`src/common/pcbcfg_pkg.sv`:
```
/*
  constants of the bridge configuration header: offsets, command fields,
  reset values and the layout of the vendor-specific register group.
  assumes dword-addressed configuration requests with four byte enables.
*/
package pcbcfg_pkg;

  localparam int            DW_W          = 32;
  localparam int            DWORD_IDX_W   = 10;
  localparam int            BE_W          = 4;

  localparam logic [11:0]   MAKER_OFF     = 12'h000;
  localparam logic [11:0]   PART_OFF      = 12'h002;
  localparam logic [11:0]   CMD_OFF       = 12'h004;
  localparam logic [11:0]   STATUS_OFF    = 12'h006;

  localparam logic [15:0]   CMD_RST       = 16'h0000;
  localparam logic [15:0]   CMD_WMASK     = 16'h0157;
  localparam int            CMD_UNUSED_HI = 15;
  localparam int            CMD_UNUSED_LO = 11;
  localparam int            CMD_INTX_BIT  = 10;
  localparam int            CMD_B2B_BIT   = 9;
  localparam int            CMD_SERR_BIT  = 8;
  localparam int            CMD_STEP_BIT  = 7;
  localparam int            CMD_PERR_BIT  = 6;
  localparam int            CMD_MWI_BIT   = 4;
  localparam int            CMD_MAST_BIT  = 2;
  localparam int            CMD_MEM_BIT   = 1;
  localparam int            CMD_IO_BIT    = 0;
  localparam int            STATUS_FLAG_BIT = 8;
  localparam int            HALF_W        = 16;

  localparam int            SYNC_W        = 4;
  localparam int            SYNC_SERR     = 0;
  localparam int            SYNC_FUND     = 1;
  localparam int            SYNC_GLOB     = 2;
  localparam int            SYNC_HOT      = 3;

  localparam int            VREG_NUM      = 5;
  localparam int            VREG_GPIO     = 0;
  localparam int            VREG_GCTL     = 1;
  localparam int            VREG_CLK      = 2;
  localparam int            VREG_ARB      = 3;
  localparam int            VREG_SIRQ     = 4;
  localparam logic [11:0]   VREG_OFF   [VREG_NUM] = '{12'h0B4, 12'h0D4, 12'h0D8, 12'h0DC, 12'h0E0};
  localparam logic [31:0]   VREG_WMASK [VREG_NUM] = '{32'hFFFF_FFFF, 32'hFFFF_FFFF, 32'h00FF_FFFF,
                                                      32'h0000_FFFF, 32'hFFFF_00FF};
  localparam logic [31:0]   VREG_MARK  [VREG_NUM] = '{32'hFFFF_FFFF, 32'hFFFF_FFFF, 32'h00FF_FFFF,
                                                      32'h0000_FFFF, 32'hFFFF_00FF};
  localparam logic [31:0]   VREG_RST   [VREG_NUM] = '{32'h0000_0000, 32'h0000_0000, 32'h0000_0000,
                                                      32'h0000_0000, 32'h0000_0000};

endpackage : pcbcfg_pkg

```
`src/core/pcbcfg_sync.sv`:
```
/*
  two-flop synchroniser, one per input bit.
  assumes inputs arrive from outside the clk domain.
*/
`timescale 1ns/1ps
module pcbcfg_sync #(
  parameter int WIDTH = 1
) (
  input  wire logic             clk,
  input  wire logic             sys_rst,
  input  wire logic [WIDTH-1:0] async_in,
  output logic      [WIDTH-1:0] sync_out
);

  genvar i;
  generate
    for (i = 0; i < WIDTH; i++) begin : g_bit
      logic meta_reg;
      logic stable_reg;
      always_ff @(posedge clk or posedge sys_rst) begin
        if (sys_rst) begin
          meta_reg   <= 1'b0;
          stable_reg <= 1'b0;
        end else begin
          meta_reg   <= async_in[i];
          stable_reg <= meta_reg;
        end
      end
      assign sync_out[i] = stable_reg;
    end
  endgenerate

endmodule : pcbcfg_sync

```
`src/core/pcbcfg_vreg.sv`:
```
/*
  one 32-bit vendor-specific configuration register with byte-lane writes.
  marked bits reset on fundamental/global/power-on reset, the others also
  on hot reset. assumes reset levels are already synchronous to clk.
*/
`timescale 1ns/1ps
module pcbcfg_vreg #(
  parameter logic [31:0] WMASK   = 32'hFFFF_FFFF,
  parameter logic [31:0] MARK    = 32'hFFFF_FFFF,
  parameter logic [31:0] RST_VAL = 32'h0000_0000
) (
  input  wire logic        clk,
  input  wire logic        sys_rst,
  input  wire logic        fund_rst,
  input  wire logic        hot_rst,
  input  wire logic        wr_en,
  input  wire logic [3:0]  byte_en,
  input  wire logic [31:0] wdata,
  output logic      [31:0] value
);

  genvar b;
  generate
    for (b = 0; b < 32; b++) begin : g_bit
      logic bit_reg;
      always_ff @(posedge clk or posedge sys_rst) begin
        if (sys_rst) begin
          bit_reg <= RST_VAL[b];
        end else if (fund_rst || (hot_rst && !MARK[b])) begin
          bit_reg <= RST_VAL[b];
        end else if (wr_en && byte_en[b/8] && WMASK[b]) begin
          bit_reg <= wdata[b];
        end
      end
      assign value[b] = bit_reg;
    end
  endgenerate

endmodule : pcbcfg_vreg

```
`src/core/pcbcfg_top.sv`:
```
/*
  configuration header of the express-to-pci bridge: identification, command,
  master parity flag and the vendor register group, reached by dword
  configuration requests. assumes one request per cycle at most from the
  express core, answered the next cycle; reset pins and serr come from pins.
*/
// Function
// - maker identification at offset 0, fixed code, writes ignored
// - part identification at offset 2, fixed code, writes ignored
// - command register at offset 4, cleared to zero on reset
// - command bits 15:11 read zero, writes discarded
// - command bit 10 interrupt mask is read-only zero
// - command bit 9 back-to-back reads zero, never used
// - bit 8 set: serr on pci bus sends error message; clear: none
// - command bit 7 stepping control hardwired zero
// - poisoned tlp sets status bit 8 only while command bit 6 set
// - poisoned data forwarded with bad parity regardless of bit 6
// - vendor group marked bits reset by fundamental, global, power-on reset
// - hot reset also clears unmarked bits and the command register
`timescale 1ns/1ps
module pcbcfg_top
  import pcbcfg_pkg::*;
#(
  parameter logic [15:0] MAKER_CODE = 16'hA5A5, // arbitrary value
  parameter logic [15:0] PART_CODE  = 16'h5A5A  // arbitrary value
) (
  input  wire logic                   clk,
  input  wire logic                   sys_rst,
  input  wire logic                   fundamental_reset_in,
  input  wire logic                   global_reset_in,
  input  wire logic                   hot_reset_in,
  input  wire logic                   cfg_req_valid,
  input  wire logic                   cfg_req_write,
  input  wire logic [DWORD_IDX_W-1:0] cfg_req_dword,
  input  wire logic [BE_W-1:0]        cfg_req_byte_en,
  input  wire logic [DW_W-1:0]        cfg_req_wdata,
  output logic                        cfg_rsp_valid,
  output logic      [DW_W-1:0]        cfg_rsp_rdata,
  input  wire logic                   poisoned_tlp_in,
  input  wire logic                   pci_serr_in_n,
  output logic                        err_msg_pulse,
  output logic                        bad_parity_forward,
  output logic                        error_report_allow,
  output logic                        parity_response_allow,
  output logic                        mwi_allow,
  output logic                        master_allow,
  output logic                        memory_allow,
  output logic                        io_allow,
  output logic                        master_parity_error_flag,
  output logic      [DW_W-1:0]        pin_io_data_and_control,
  output logic      [DW_W-1:0]        general_control,
  output logic      [DW_W-1:0]        clock_gating_group,
  output logic      [DW_W-1:0]        arbitration_group,
  output logic      [DW_W-1:0]        serial_interrupt_control
);

  logic [SYNC_W-1:0]      sync_level;
  logic                   fund_rst;
  logic                   hot_rst;
  logic                   serr_level;
  logic                   serr_prev_reg;
  logic                   serr_seen;
  logic                   hit_vreg;
  logic                   wr_req;
  logic                   rd_req;
  logic                   hit_cmd;
  logic [15:0]            cmd_wmask;
  logic [15:0]            command_control_reg;
  logic                   flag_reg;
  logic                   flag_set;
  logic                   flag_clr;
  logic                   err_msg_reg;
  logic                   bad_par_reg;
  logic                   rsp_valid_reg;
  logic [DW_W-1:0]        rsp_rdata_reg;
  logic [DW_W-1:0]        rd_value;
  logic [DW_W-1:0]        vreg_value [VREG_NUM];

  // reset pins and serr into the clock domain
  pcbcfg_sync #(
    .WIDTH (SYNC_W)
  ) u_sync (
    .clk      (clk),
    .sys_rst  (sys_rst),
    .async_in ({hot_reset_in, global_reset_in, fundamental_reset_in, pci_serr_in_n}),
    .sync_out (sync_level)
  );

  assign fund_rst = sync_level[SYNC_FUND] | sync_level[SYNC_GLOB];
  assign hot_rst  = fund_rst | sync_level[SYNC_HOT];

  assign wr_req    = cfg_req_valid & cfg_req_write;
  assign rd_req    = cfg_req_valid & ~cfg_req_write;
  assign hit_cmd   = (cfg_req_dword == CMD_OFF[11:2]);
  assign cmd_wmask = CMD_WMASK & {{8{cfg_req_byte_en[1]}}, {8{cfg_req_byte_en[0]}}};

  // command register, only the writable bits ever change
  always_ff @(posedge clk or posedge sys_rst) begin
    if (sys_rst) begin
      command_control_reg <= CMD_RST;
    end else if (hot_rst) begin
      command_control_reg <= CMD_RST;
    end else if (wr_req && hit_cmd) begin
      command_control_reg <= (command_control_reg & ~cmd_wmask) | (cfg_req_wdata[15:0] & cmd_wmask);
    end
  end

  // master data parity flag, write one to clear, set wins
  assign flag_set = poisoned_tlp_in & command_control_reg[CMD_PERR_BIT];
  assign flag_clr = wr_req & hit_cmd & cfg_req_byte_en[3] & cfg_req_wdata[HALF_W + STATUS_FLAG_BIT];

  always_ff @(posedge clk or posedge sys_rst) begin
    if (sys_rst) begin
      flag_reg <= 1'b0;
    end else if (hot_rst) begin
      flag_reg <= 1'b0;
    end else if (flag_set) begin
      flag_reg <= 1'b1;
    end else if (flag_clr) begin
      flag_reg <= 1'b0;
    end
  end

  // serr assertion edge into error message request
  // pin is inverted only after the flops; prev starts high so reset release gives no false edge
  assign serr_level = ~sync_level[SYNC_SERR];
  assign serr_seen  = serr_level & ~serr_prev_reg;

  always_ff @(posedge clk or posedge sys_rst) begin
    if (sys_rst) begin
      serr_prev_reg <= 1'b1;
      err_msg_reg   <= 1'b0;
    end else begin
      serr_prev_reg <= serr_level;
      err_msg_reg   <= serr_seen & command_control_reg[CMD_SERR_BIT];
    end
  end

  // poisoned data always goes out with bad parity
  always_ff @(posedge clk or posedge sys_rst) begin
    if (sys_rst) begin
      bad_par_reg <= 1'b0;
    end else begin
      bad_par_reg <= poisoned_tlp_in;
    end
  end

  // vendor register group
  genvar v;
  generate
    for (v = 0; v < VREG_NUM; v++) begin : g_vreg
      pcbcfg_vreg #(
        .WMASK   (VREG_WMASK[v]),
        .MARK    (VREG_MARK[v]),
        .RST_VAL (VREG_RST[v])
      ) u_vreg (
        .clk     (clk),
        .sys_rst (sys_rst),
        .fund_rst(fund_rst),
        .hot_rst (hot_rst),
        .wr_en   (wr_req && (cfg_req_dword == VREG_OFF[v][11:2])),
        .byte_en (cfg_req_byte_en),
        .wdata   (cfg_req_wdata),
        .value   (vreg_value[v])
      );
    end
  endgenerate

  // read data selection
  always_comb begin
    rd_value = '0;
    hit_vreg = 1'b0;
    if (cfg_req_dword == MAKER_OFF[11:2]) begin
      rd_value = {PART_CODE, MAKER_CODE};
    end else if (hit_cmd) begin
      rd_value = '0;
      rd_value[HALF_W + STATUS_FLAG_BIT] = flag_reg;
      rd_value[15:0] = command_control_reg;
    end
    for (int i = 0; i < VREG_NUM; i++) begin
      if (cfg_req_dword == VREG_OFF[i][11:2]) begin
        rd_value = vreg_value[i];
        hit_vreg = 1'b1;
      end
    end
  end

  // one-cycle answer to every request
  always_ff @(posedge clk or posedge sys_rst) begin
    if (sys_rst) begin
      rsp_valid_reg <= 1'b0;
      rsp_rdata_reg <= '0;
    end else begin
      rsp_valid_reg <= cfg_req_valid;
      rsp_rdata_reg <= rd_req ? rd_value : '0;
    end
  end

  assign cfg_rsp_valid            = rsp_valid_reg;
  assign cfg_rsp_rdata            = rsp_rdata_reg;
  assign err_msg_pulse            = err_msg_reg;
  assign bad_parity_forward       = bad_par_reg;
  assign error_report_allow       = command_control_reg[CMD_SERR_BIT];
  assign parity_response_allow    = command_control_reg[CMD_PERR_BIT];
  assign mwi_allow                = command_control_reg[CMD_MWI_BIT];
  assign master_allow             = command_control_reg[CMD_MAST_BIT];
  assign memory_allow             = command_control_reg[CMD_MEM_BIT];
  assign io_allow                 = command_control_reg[CMD_IO_BIT];
  assign master_parity_error_flag = flag_reg;
  assign pin_io_data_and_control  = vreg_value[VREG_GPIO];
  assign general_control          = vreg_value[VREG_GCTL];
  assign clock_gating_group       = vreg_value[VREG_CLK];
  assign arbitration_group        = vreg_value[VREG_ARB];
  assign serial_interrupt_control = vreg_value[VREG_SIRQ];

  // checks
  a_maker_read: assert property (@(posedge clk) disable iff (sys_rst)
    rd_req && cfg_req_dword == MAKER_OFF[11:2] |=> cfg_rsp_valid && cfg_rsp_rdata[15:0] == MAKER_CODE)
    else $error("maker code wrong");

  a_part_read: assert property (@(posedge clk) disable iff (sys_rst)
    rd_req && cfg_req_dword == PART_OFF[11:2] |=> cfg_rsp_rdata[31:16] == PART_CODE)
    else $error("part code wrong");

  a_cmd_fixed_zero: assert property (@(posedge clk) disable iff (sys_rst)
    rd_req && hit_cmd |=> cfg_rsp_rdata[CMD_UNUSED_HI:CMD_UNUSED_LO] == 5'h00
      && cfg_rsp_rdata[CMD_INTX_BIT] == 1'b0 && cfg_rsp_rdata[CMD_B2B_BIT] == 1'b0
      && cfg_rsp_rdata[CMD_STEP_BIT] == 1'b0)
    else $error("fixed command bits not zero");

  a_cmd_hot_clear: assert property (@(posedge clk) disable iff (sys_rst)
    sync_level[SYNC_HOT] |=> command_control_reg == CMD_RST && !master_parity_error_flag)
    else $error("hot reset did not clear command");

  a_cmd_write_back: assert property (@(posedge clk) disable iff (sys_rst)
    wr_req && hit_cmd && cfg_req_byte_en[1] && !hot_rst ##1 rd_req && hit_cmd
      |=> cfg_rsp_rdata[CMD_SERR_BIT] == $past(cfg_req_wdata[CMD_SERR_BIT], 2))
    else $error("command write not kept");

  a_serr_message: assert property (@(posedge clk) disable iff (sys_rst)
    serr_seen |=> err_msg_pulse == $past(command_control_reg[CMD_SERR_BIT]) ##1 !err_msg_pulse)
    else $error("error message mismatch");

  a_flag_gated: assert property (@(posedge clk) disable iff (sys_rst)
    poisoned_tlp_in && !command_control_reg[CMD_PERR_BIT] && !flag_reg |=> !master_parity_error_flag)
    else $error("flag set while parity response off");

  a_flag_set: assert property (@(posedge clk) disable iff (sys_rst)
    poisoned_tlp_in && command_control_reg[CMD_PERR_BIT] && !hot_rst |=> master_parity_error_flag)
    else $error("flag not set on poisoned tlp");

  a_bad_parity: assert property (@(posedge clk) disable iff (sys_rst)
    poisoned_tlp_in |=> bad_parity_forward)
    else $error("poisoned data not marked");

  a_vreg_fund: assert property (@(posedge clk) disable iff (sys_rst)
    fund_rst |=> general_control == VREG_RST[VREG_GCTL] && arbitration_group == VREG_RST[VREG_ARB])
    else $error("vendor group not reset");

  a_reserved_zero: assert property (@(posedge clk) disable iff (sys_rst)
    rd_req && !hit_cmd && !hit_vreg && cfg_req_dword != MAKER_OFF[11:2] |=> cfg_rsp_rdata == 32'h0000_0000)
    else $error("reserved offset not zero");

  a_write_answer: assert property (@(posedge clk) disable iff (sys_rst)
    wr_req |=> cfg_rsp_valid && cfg_rsp_rdata == 32'h0000_0000)
    else $error("write answer not empty");

  a_maker_write: assert property (@(posedge clk) disable iff (sys_rst)
    wr_req && cfg_req_dword == MAKER_OFF[11:2] ##1 rd_req && cfg_req_dword == MAKER_OFF[11:2]
      |=> cfg_rsp_rdata == {PART_CODE, MAKER_CODE})
    else $error("identification changed by write");

  a_cmd_fund_clear: assert property (@(posedge clk) disable iff (sys_rst)
    fund_rst |=> command_control_reg == CMD_RST && !master_parity_error_flag)
    else $error("fundamental reset did not clear command");

  a_unused_zero: assert property (@(posedge clk) disable iff (sys_rst)
    wr_req && hit_cmd |=> command_control_reg[CMD_UNUSED_HI:CMD_UNUSED_LO] == 5'h00)
    else $error("unused command bits written");

  a_intx_zero: assert property (@(posedge clk) disable iff (sys_rst)
    wr_req && hit_cmd |=> !command_control_reg[CMD_INTX_BIT])
    else $error("interrupt mask bit written");

  a_b2b_zero: assert property (@(posedge clk) disable iff (sys_rst)
    wr_req && hit_cmd |=> !command_control_reg[CMD_B2B_BIT])
    else $error("back-to-back bit written");

  a_step_zero: assert property (@(posedge clk) disable iff (sys_rst)
    wr_req && hit_cmd |=> !command_control_reg[CMD_STEP_BIT])
    else $error("stepping bit written");

  a_serr_quiet: assert property (@(posedge clk) disable iff (sys_rst)
    !serr_seen |=> !err_msg_pulse)
    else $error("error message without serr edge");

  a_flag_clear: assert property (@(posedge clk) disable iff (sys_rst)
    flag_clr && !flag_set |=> !master_parity_error_flag)
    else $error("parity flag not cleared");

  a_bad_parity_quiet: assert property (@(posedge clk) disable iff (sys_rst)
    !poisoned_tlp_in |=> !bad_parity_forward)
    else $error("bad parity without poisoned tlp");

endmodule : pcbcfg_top

```
`config.mk`:
```
export PLATFORM = sky130hd
export DESIGN_NAME = pcbcfg_top
export DESIGN_NICKNAME = d
export VERILOG_FILES = /design/src/common/pcbcfg_pkg.sv /design/src/core/pcbcfg_sync.sv /design/src/core/pcbcfg_vreg.sv /design/src/core/pcbcfg_top.sv
export SDC_FILE = /design/constraint.sdc
export NUM_CORES = 1
export LEC_CHECK = 0
export ABC_AREA = 1
export BUFFER_PORTS_ARGS = -buffer_cell sky130_fd_sc_hd__buf_2
export CAP_MARGIN = 20
export CORE_UTILIZATION = 54
export DETAILED_ROUTE_END_ITERATION = 12
export PLACE_DENSITY = 0.82
export SETUP_SLACK_MARGIN = 0.2
export SLEW_MARGIN = 10
export SYNTH_ARGS = -nofsm -noshare
export SYNTH_HDL_FRONTEND = slang
export SYNTH_SLANG_ARGS = --single-unit
```
`constraint.sdc`:
```
create_clock -name clk -period 12.28 [get_ports clk]
set_input_delay 2.456 -clock clk [delete_from_list [all_inputs] [get_ports clk]]
set_output_delay 2.456 -clock clk [all_outputs]
set_load 0.05 [all_outputs]
```
==> flow_summary.yaml, run 1 <==
timing:
  fin_skew_ns: 0.006431
  max-slew-margin-rel: 0.2889
  min_period_ns: 4.382
  hold_violations: 0
  report.final.slew_viol_count: 0
  tightestPinTransition_ns: 1.061
  rsz0062_at_grt: "no"
  final-setup-viol-count: 0
  period_share: 0.3569
  fmax_ghz: 0.2282
  setup_tns_ns: 0
critical_path:
  critPathMaxFanout: 25
  worstSetupEndpointType: "flop"
  start_kind: "input pin"
  worstPathRequired_ns: 12.60
  cp.arrival_ns: 4.70
  critPathKind: "in2reg"
pwr:
  peakVddDrop_v: 0.0001006
  leakagePower_nw: 5.517
  power_density_nw_per_um2: 135.9
synth:
  synth.distinct_cells: 34
  synth-seq-cells: 179
  synth_warnings: 0
  yosysTopAreaCell: "dfrtp_1"
  syn_inst: 1110
  ys_seq_area_frac: 0.4748
  avgSynthCellArea_um2: 8.501
  synthTopCellsByArea: "dfrtp_1 (47%), buf_4 (13%), nand2_1 (10%), o21ai_0 (6.3%), inv_1 (4.6%)"
  synth_top_area_frac: 0.4720
  synth_area_um2: 9437
global_route:
  antenna_found_initial: 2
  grt_usage: 0.2949
  grt_pass1_vias: 7313
  grt-ovfl-total: 0
  grt_pass1_wl_um: 39820
  grt_max_degree: 100
placed_design:
  dp_hpwl_um: 18010
  placed_area_um2: 9595
  gp_congestion: 0.9221
  io_buffers: 224
die:
  die_w_um: 134.2
  start_util: 0.5611
  die_height_um: 134.2
  die-area_um2: 18010
  rows: 47
  core_area_um2: 16820
  ios: 257
clocking:
  post_cts_buffers: 0
  htree_levels: 4
  post_cts_resized: 0
  clock_latency_ns: 0.44
  clk_transition_reported_paths_ns: 0.07
  clkSinkCount: 179
  cts_tree: "yes"
  ctsHoldBuffers: 0
  clk_path_buf_depth: 2
  cts_root_buf: "clkbuf_16"
  numCtsBuffers: 17
route:
  vias_per_cell: 5.391
  wl_um: 25640
  wl_per_cell_um: 17.90
  drtIter0Drc: 634
  drc: 0
  vias: 7720
  first_pass_iters: 5
  ant_nets: 0
hold_path:
  hold_path_class: "reg2reg"
outcome:
  status: "finished, final reports clean"
cells_and_area:
  antenna_cells: 0
  fin_area_um2: 10240
  synthToLayoutAreaGrowth_pct: 8.512
  final_common_cell: "nand2_1"
  drive_above_1_share: 0.2904
  largest_reg_flops: 128
  layout_common_cells: "nand2_1 (251), buf_2 (224), dfrtp_1 (178), o21ai_0 (118), inv_1 (115)"
  register_area_um2: 4481
  nFillCells: 1460
  multi_input_area_um2: 3174
  nets: 1254
job:
  drv_cap: 0
==> critical path, cell delays in order <==
cell and delay [ns]:
buf_2 0.10, nor2_2 0.19, nand2_2 0.14, inv_2 0.13
nand3_2 0.49, nor2_2 0.46, nand2_1 0.31, nand2_1 0.29
o21ai_0 0.11
==> path summary, 6_finish.rpt <==
| check | end | startpoint | slack (ns) | cells after the start |
|---|---|---|---|---|
| setup / recovery | g_vreg[1].u_vreg.g_bit[21].bit_reg | cfg_req_dword[7] | 7.90 | 9 |
| hold reg to reg | u_sync.g_bit[0].stable_reg | u_sync.g_bit[0].meta_reg | 0.35 | 0 |
| hold / removal | u_sync.g_bit[0].stable_reg | u_sync.g_bit[0].meta_reg | 0.35 | 0 |
| setup reg to reg | g_vreg[4].u_vreg.g_bit[19].bit_reg | u_sync.g_bit[2].stable_reg | 9.80 | 6 |
| min in group asynchronous | cfg_rsp_rdata[8] | sys_rst | 2.18 | 2 |
| max in group asynchronous | serr_prev_reg | sys_rst | 8.88 | 4 |
==> logic make-up after synthesis <==
logic type             Yosys count  synth area share
and+or+nand+nor                361            0.1741
buffers and inverters          323            0.2025
AOI/OAI and AO/OA              246            0.1482
DFF                            179            0.4748
other                            1         0.0003974
==> report_power, final <==
part,internal [mW],switching [mW]
clock,0.329,0.245
combinational,0.0349,0.156
sequential,0.609,0.0169
==> stage by stage <==
stage               power [mW]  setup slack, ns  hold slack (ns)  cells  utilization
floorplan               0.8068            4.967           0.3312   1141            -
global placement        0.8229            7.500           0.3317   1399       0.5705
detailed placement      0.8258            7.450           0.3347   1399       0.5705
CTS                      1.395            7.905           0.3508   1431       0.6072
global route             1.434            7.621           0.3545   1432       0.6088
finish                   1.392            7.898           0.3495   1432       0.6088
==> metal layers <==
metal	track usage	vias to the layer above	share of wire	wire, um
li1	-	3525	-	-
met4	0.1261	2	0.030	769
met2	0.4643	442	0.48	12180
met3	0.05367	66	0.087	2231
met5	0	-	0.00051	13
met1	0.4016	3685	0.41	10440
==> cell usage after synthesis <==
master,instances
nand2_1,251
dfrtp_1,178
buf_4,163
o21ai_0,118
inv_1,116
a21oi_1,49
nand3_1,37
o21ai_1,37
o21ai_2,29
nor2_1,23
nand2_2,20
buf_2,13
inv_2,12
buf_6,9
clkbuf_1,7
nand4_1,5
nor2_4,5
o211ai_1,5
nand3_2,4
nor2_8,4
nor3_1,4
nor2_2,3
o21ai_4,3
clkinv_2,2
nor3_2,2
o221ai_1,2
o22ai_1,2
a21boi_0,1
clkinv_1,1
conb_1,1
dfstp_2,1
nand2_4,1
nand2_8,1
or2_0,1
==> final cells by class <==
class                   instances  area share
well taps                     220     0.02688
flip-flops and latches        179      0.4376
inverters                     131     0.04875
clock inverters                13     0.01698
clock buffers                  19     0.04326
multi-input cells             639      0.3100
repair buffers                231      0.1166
(Power assumes the default switching activity.)
==> run 2: changes to the inputs <==
--- a/config.mk
+++ b/config.mk
@@ -8,9 +8,9 @@
 export ABC_AREA = 1
 export BUFFER_PORTS_ARGS = -buffer_cell sky130_fd_sc_hd__buf_2
 export CAP_MARGIN = 20
-export CORE_UTILIZATION = 54
+export CORE_UTILIZATION = 53
 export DETAILED_ROUTE_END_ITERATION = 12
-export PLACE_DENSITY = 0.82
+export PLACE_DENSITY = 0.81
 export SETUP_SLACK_MARGIN = 0.2
 export SLEW_MARGIN = 10
 export SYNTH_ARGS = -nofsm -noshare
==> constraint.sdc (replaced) <==
create_clock -name clk -period 4.1 [get_ports clk]
set_input_delay 0.82 -clock clk [delete_from_list [all_inputs] [get_ports clk]]
set_output_delay 0.82 -clock clk [all_outputs]
set_load 0.05 [all_outputs]
==> run 2 against run 1 <==
Against the previous run:
- clock power grew to 2.7 times the previous value
- wire length fell by 2.6%
- sequential power rose to 3.0 times the previous value
- global-route usage fell by 1.7 points
- setup slack worse by 6.4 ns
- non-clock buffer count up 3
- highest routed layer is now met4
- critical path depth grew 4
- power rose to 2.9 times the previous value
==> flow_summary.yaml, run 2 (synthesized netlist as in run 1, its figures left out) <==
critical_path:
  slowest_stage: "nand2_1"
  r2r-start: "u_sync.g_bit[2].stable_reg"
  start_kind: "input pin"
  critPathKind: "in2reg"
  crit_start: "cfg_req_dword[0]"
  rrSetupSlack_ns: 1.82
  max_stage_delay_ns: 0.29
  worstPathRequired_ns: 4.40
  r2r_cells: 4
  worst_r2r_endpoint: "g_vreg[0].u_vreg.g_bit[5].bit_reg"
  path_common_cell: "nand2_1"
  critPathMaxFanout: 22
  worstSetupEndpointType: "flop"
  cp.arrival_ns: 2.88
  crit_chain: "buf_2, inv_2, nor2_4, nand2_2, nor2_4, buf_4, inv_2, nor2_8, nand2_1, nand2_1, inv_1, nand2_1, o21ai_0"
pwr:
  internal_power_mw: 2.807
  switching_share: 0.2968
  power_density_nw_per_um2: 390.9
  p_comb_frac: 0.143
  peakVddDrop_v: 0.0003019
  power_mw: 3.991
  leakagePower_nw: 5.483
  power.switching_mw: 1.185
  pwr-share-clk: 0.387
  seq_power_share: 0.470
timing:
  period_share: 0.6303
  fin_hold_ws_ns: 0.3528
  max-slew-margin-rel: 0.2679
  setup_tns_ns: 0
  rsz0062_at_grt: "no"
  min_period_ns: 2.584
  final-setup-viol-count: 0
  hold_violations: 0
  fin_skew_ns: 0.006894
  fmax_ghz: 0.3870
  tightestPinTransition_ns: 1.096
  report.final.slew_viol_count: 0
  setup_slack_ns: 1.516
global_route:
  grt_usage: 0.2783
  antenna_found_initial: 0
  grt-ovfl-total: 0
  grt_pass1_wl_um: 38170
  grt_pass1_vias: 7077
  grt_max_degree: 83
cells_and_area:
  fin_area_um2: 10210
  layout_common_cells: "nand2_1 (251), buf_2 (224), dfrtp_1 (178), o21ai_0 (118), inv_1 (115)"
  synthToLayoutAreaGrowth_pct: 8.194
  final_common_cell: "nand2_1"
  utilization: 0.5882
  drive_above_1_share: 0.2902
  largest_reg_flops: 128
  finalNonFillerCells: 1438
  nets: 1257
  antenna_cells: 0
route:
  vias: 7697
  first_pass_iters: 6
  vias_per_cell: 5.353
  wl_um: 24970
  ant_nets: 0
  wl_per_cell_um: 17.37
  drc: 0
  drtIter0Drc: 699
clocking:
  clk_transition_reported_paths_ns: 0.06
  cts_tree: "yes"
  clkSinkCount: 179
  ctsHoldBuffers: 0
  clk_path_buf_depth: 2
  clock_latency_ns: 0.43
  post_cts_buffers: 0
  htree_levels: 4
  numCtsBuffers: 17
  post_cts_resized: 0
  cts_root_buf: "clkbuf_16"
die:
  die_w_um: 135.4
  start_util: 0.5437
  die_height_um: 135.4
  core_area_um2: 17360
  die-area_um2: 18340
  ios: 257
  rows: 48
placed_design:
  dp_hpwl_um: 17890
  io_buffers: 224
  dp_slack_ns: 1.110
  gp_congestion: 0.8979
  placed_area_um2: 9656
  dp_cells: 1408
job:
  drv_cap: 0
outcome:
  status: "finished, final reports clean"
hold_path:
  hold_path_class: "reg2reg"
  min_from: "u_sync.g_bit[2].meta_reg"
  min_to: "u_sync.g_bit[2].stable_reg"
  hold_path_depth: 0
-- run 2: changes by cell type in the layout (fill, tap and decap cells not counted) --
| cell | before | now |
|---|---|---|
| bufinv_16 | 3 | 1 |
| inv_8 | 1 | 0 |
| inv_6 | 4 | 0 |
| buf_12 | 0 | 2 |
| clkinv_4 | 3 | 0 |
| buf_16 | 1 | 0 |
| clkinvlp_4 | 2 | 7 |
| clkbuf_8 | 1 | 3 |
| clkbuf_1 | 1 | 2 |
| buf_4 | 6 | 8 |
-- run 2: worst max-delay path by stage --
stage | to
floorplan | bad_parity_forward
global placement | g_vreg[0].u_vreg.g_bit[5].bit_reg
detailed placement | g_vreg[0].u_vreg.g_bit[5].bit_reg
CTS | g_vreg[0].u_vreg.g_bit[5].bit_reg
global route | g_vreg[0].u_vreg.g_bit[5].bit_reg
finish | g_vreg[0].u_vreg.g_bit[5].bit_reg
-- run 2: power groups by stage --
stage	Combinational, mW	Clock (mW)	Sequential (mW)
global placement	0.563	0	1.90
finish	0.570	1.55	1.87
CTS	0.572	1.56	1.87
detailed placement	0.570	0	1.91
floorplan	0.513	0	1.90
global route	0.607	1.63	1.88
-- run 2: cell type report --
| cell class | instances | area [um2] |
|---|---|---|
| Inverter | 131 | 498.0 |
| Sequential cell | 179 | 4481 |
| Clock inverter | 8 | 80.08 |
| Timing Repair Buffer | 234 | 1221 |
| Tap cell | 225 | 281.5 |
| Clock buffer | 22 | 474.2 |
| Fill cell | 1530 | 7147 |
| Multi-Input combinational cell | 639 | 3174 |
-- run 2: metal layers --
metal | vias to the layer above | GRT usage | part of all wire
met3 | 63 | 0.05125 | 0.085
met2 | 460 | 0.4356 | 0.47
met4 | 0 | 0.1261 | 0.035
li1 | 3529 | - | -
met1 | 3645 | 0.3764 | 0.41
met5 | - | 0 | 0
-- run 2: critical path: cells and delay by family --
family | cells | cell delay, ns
compound gates | 1 | 0.08
buf+inv | 5 | 0.97
simple gates | 7 | 1.01
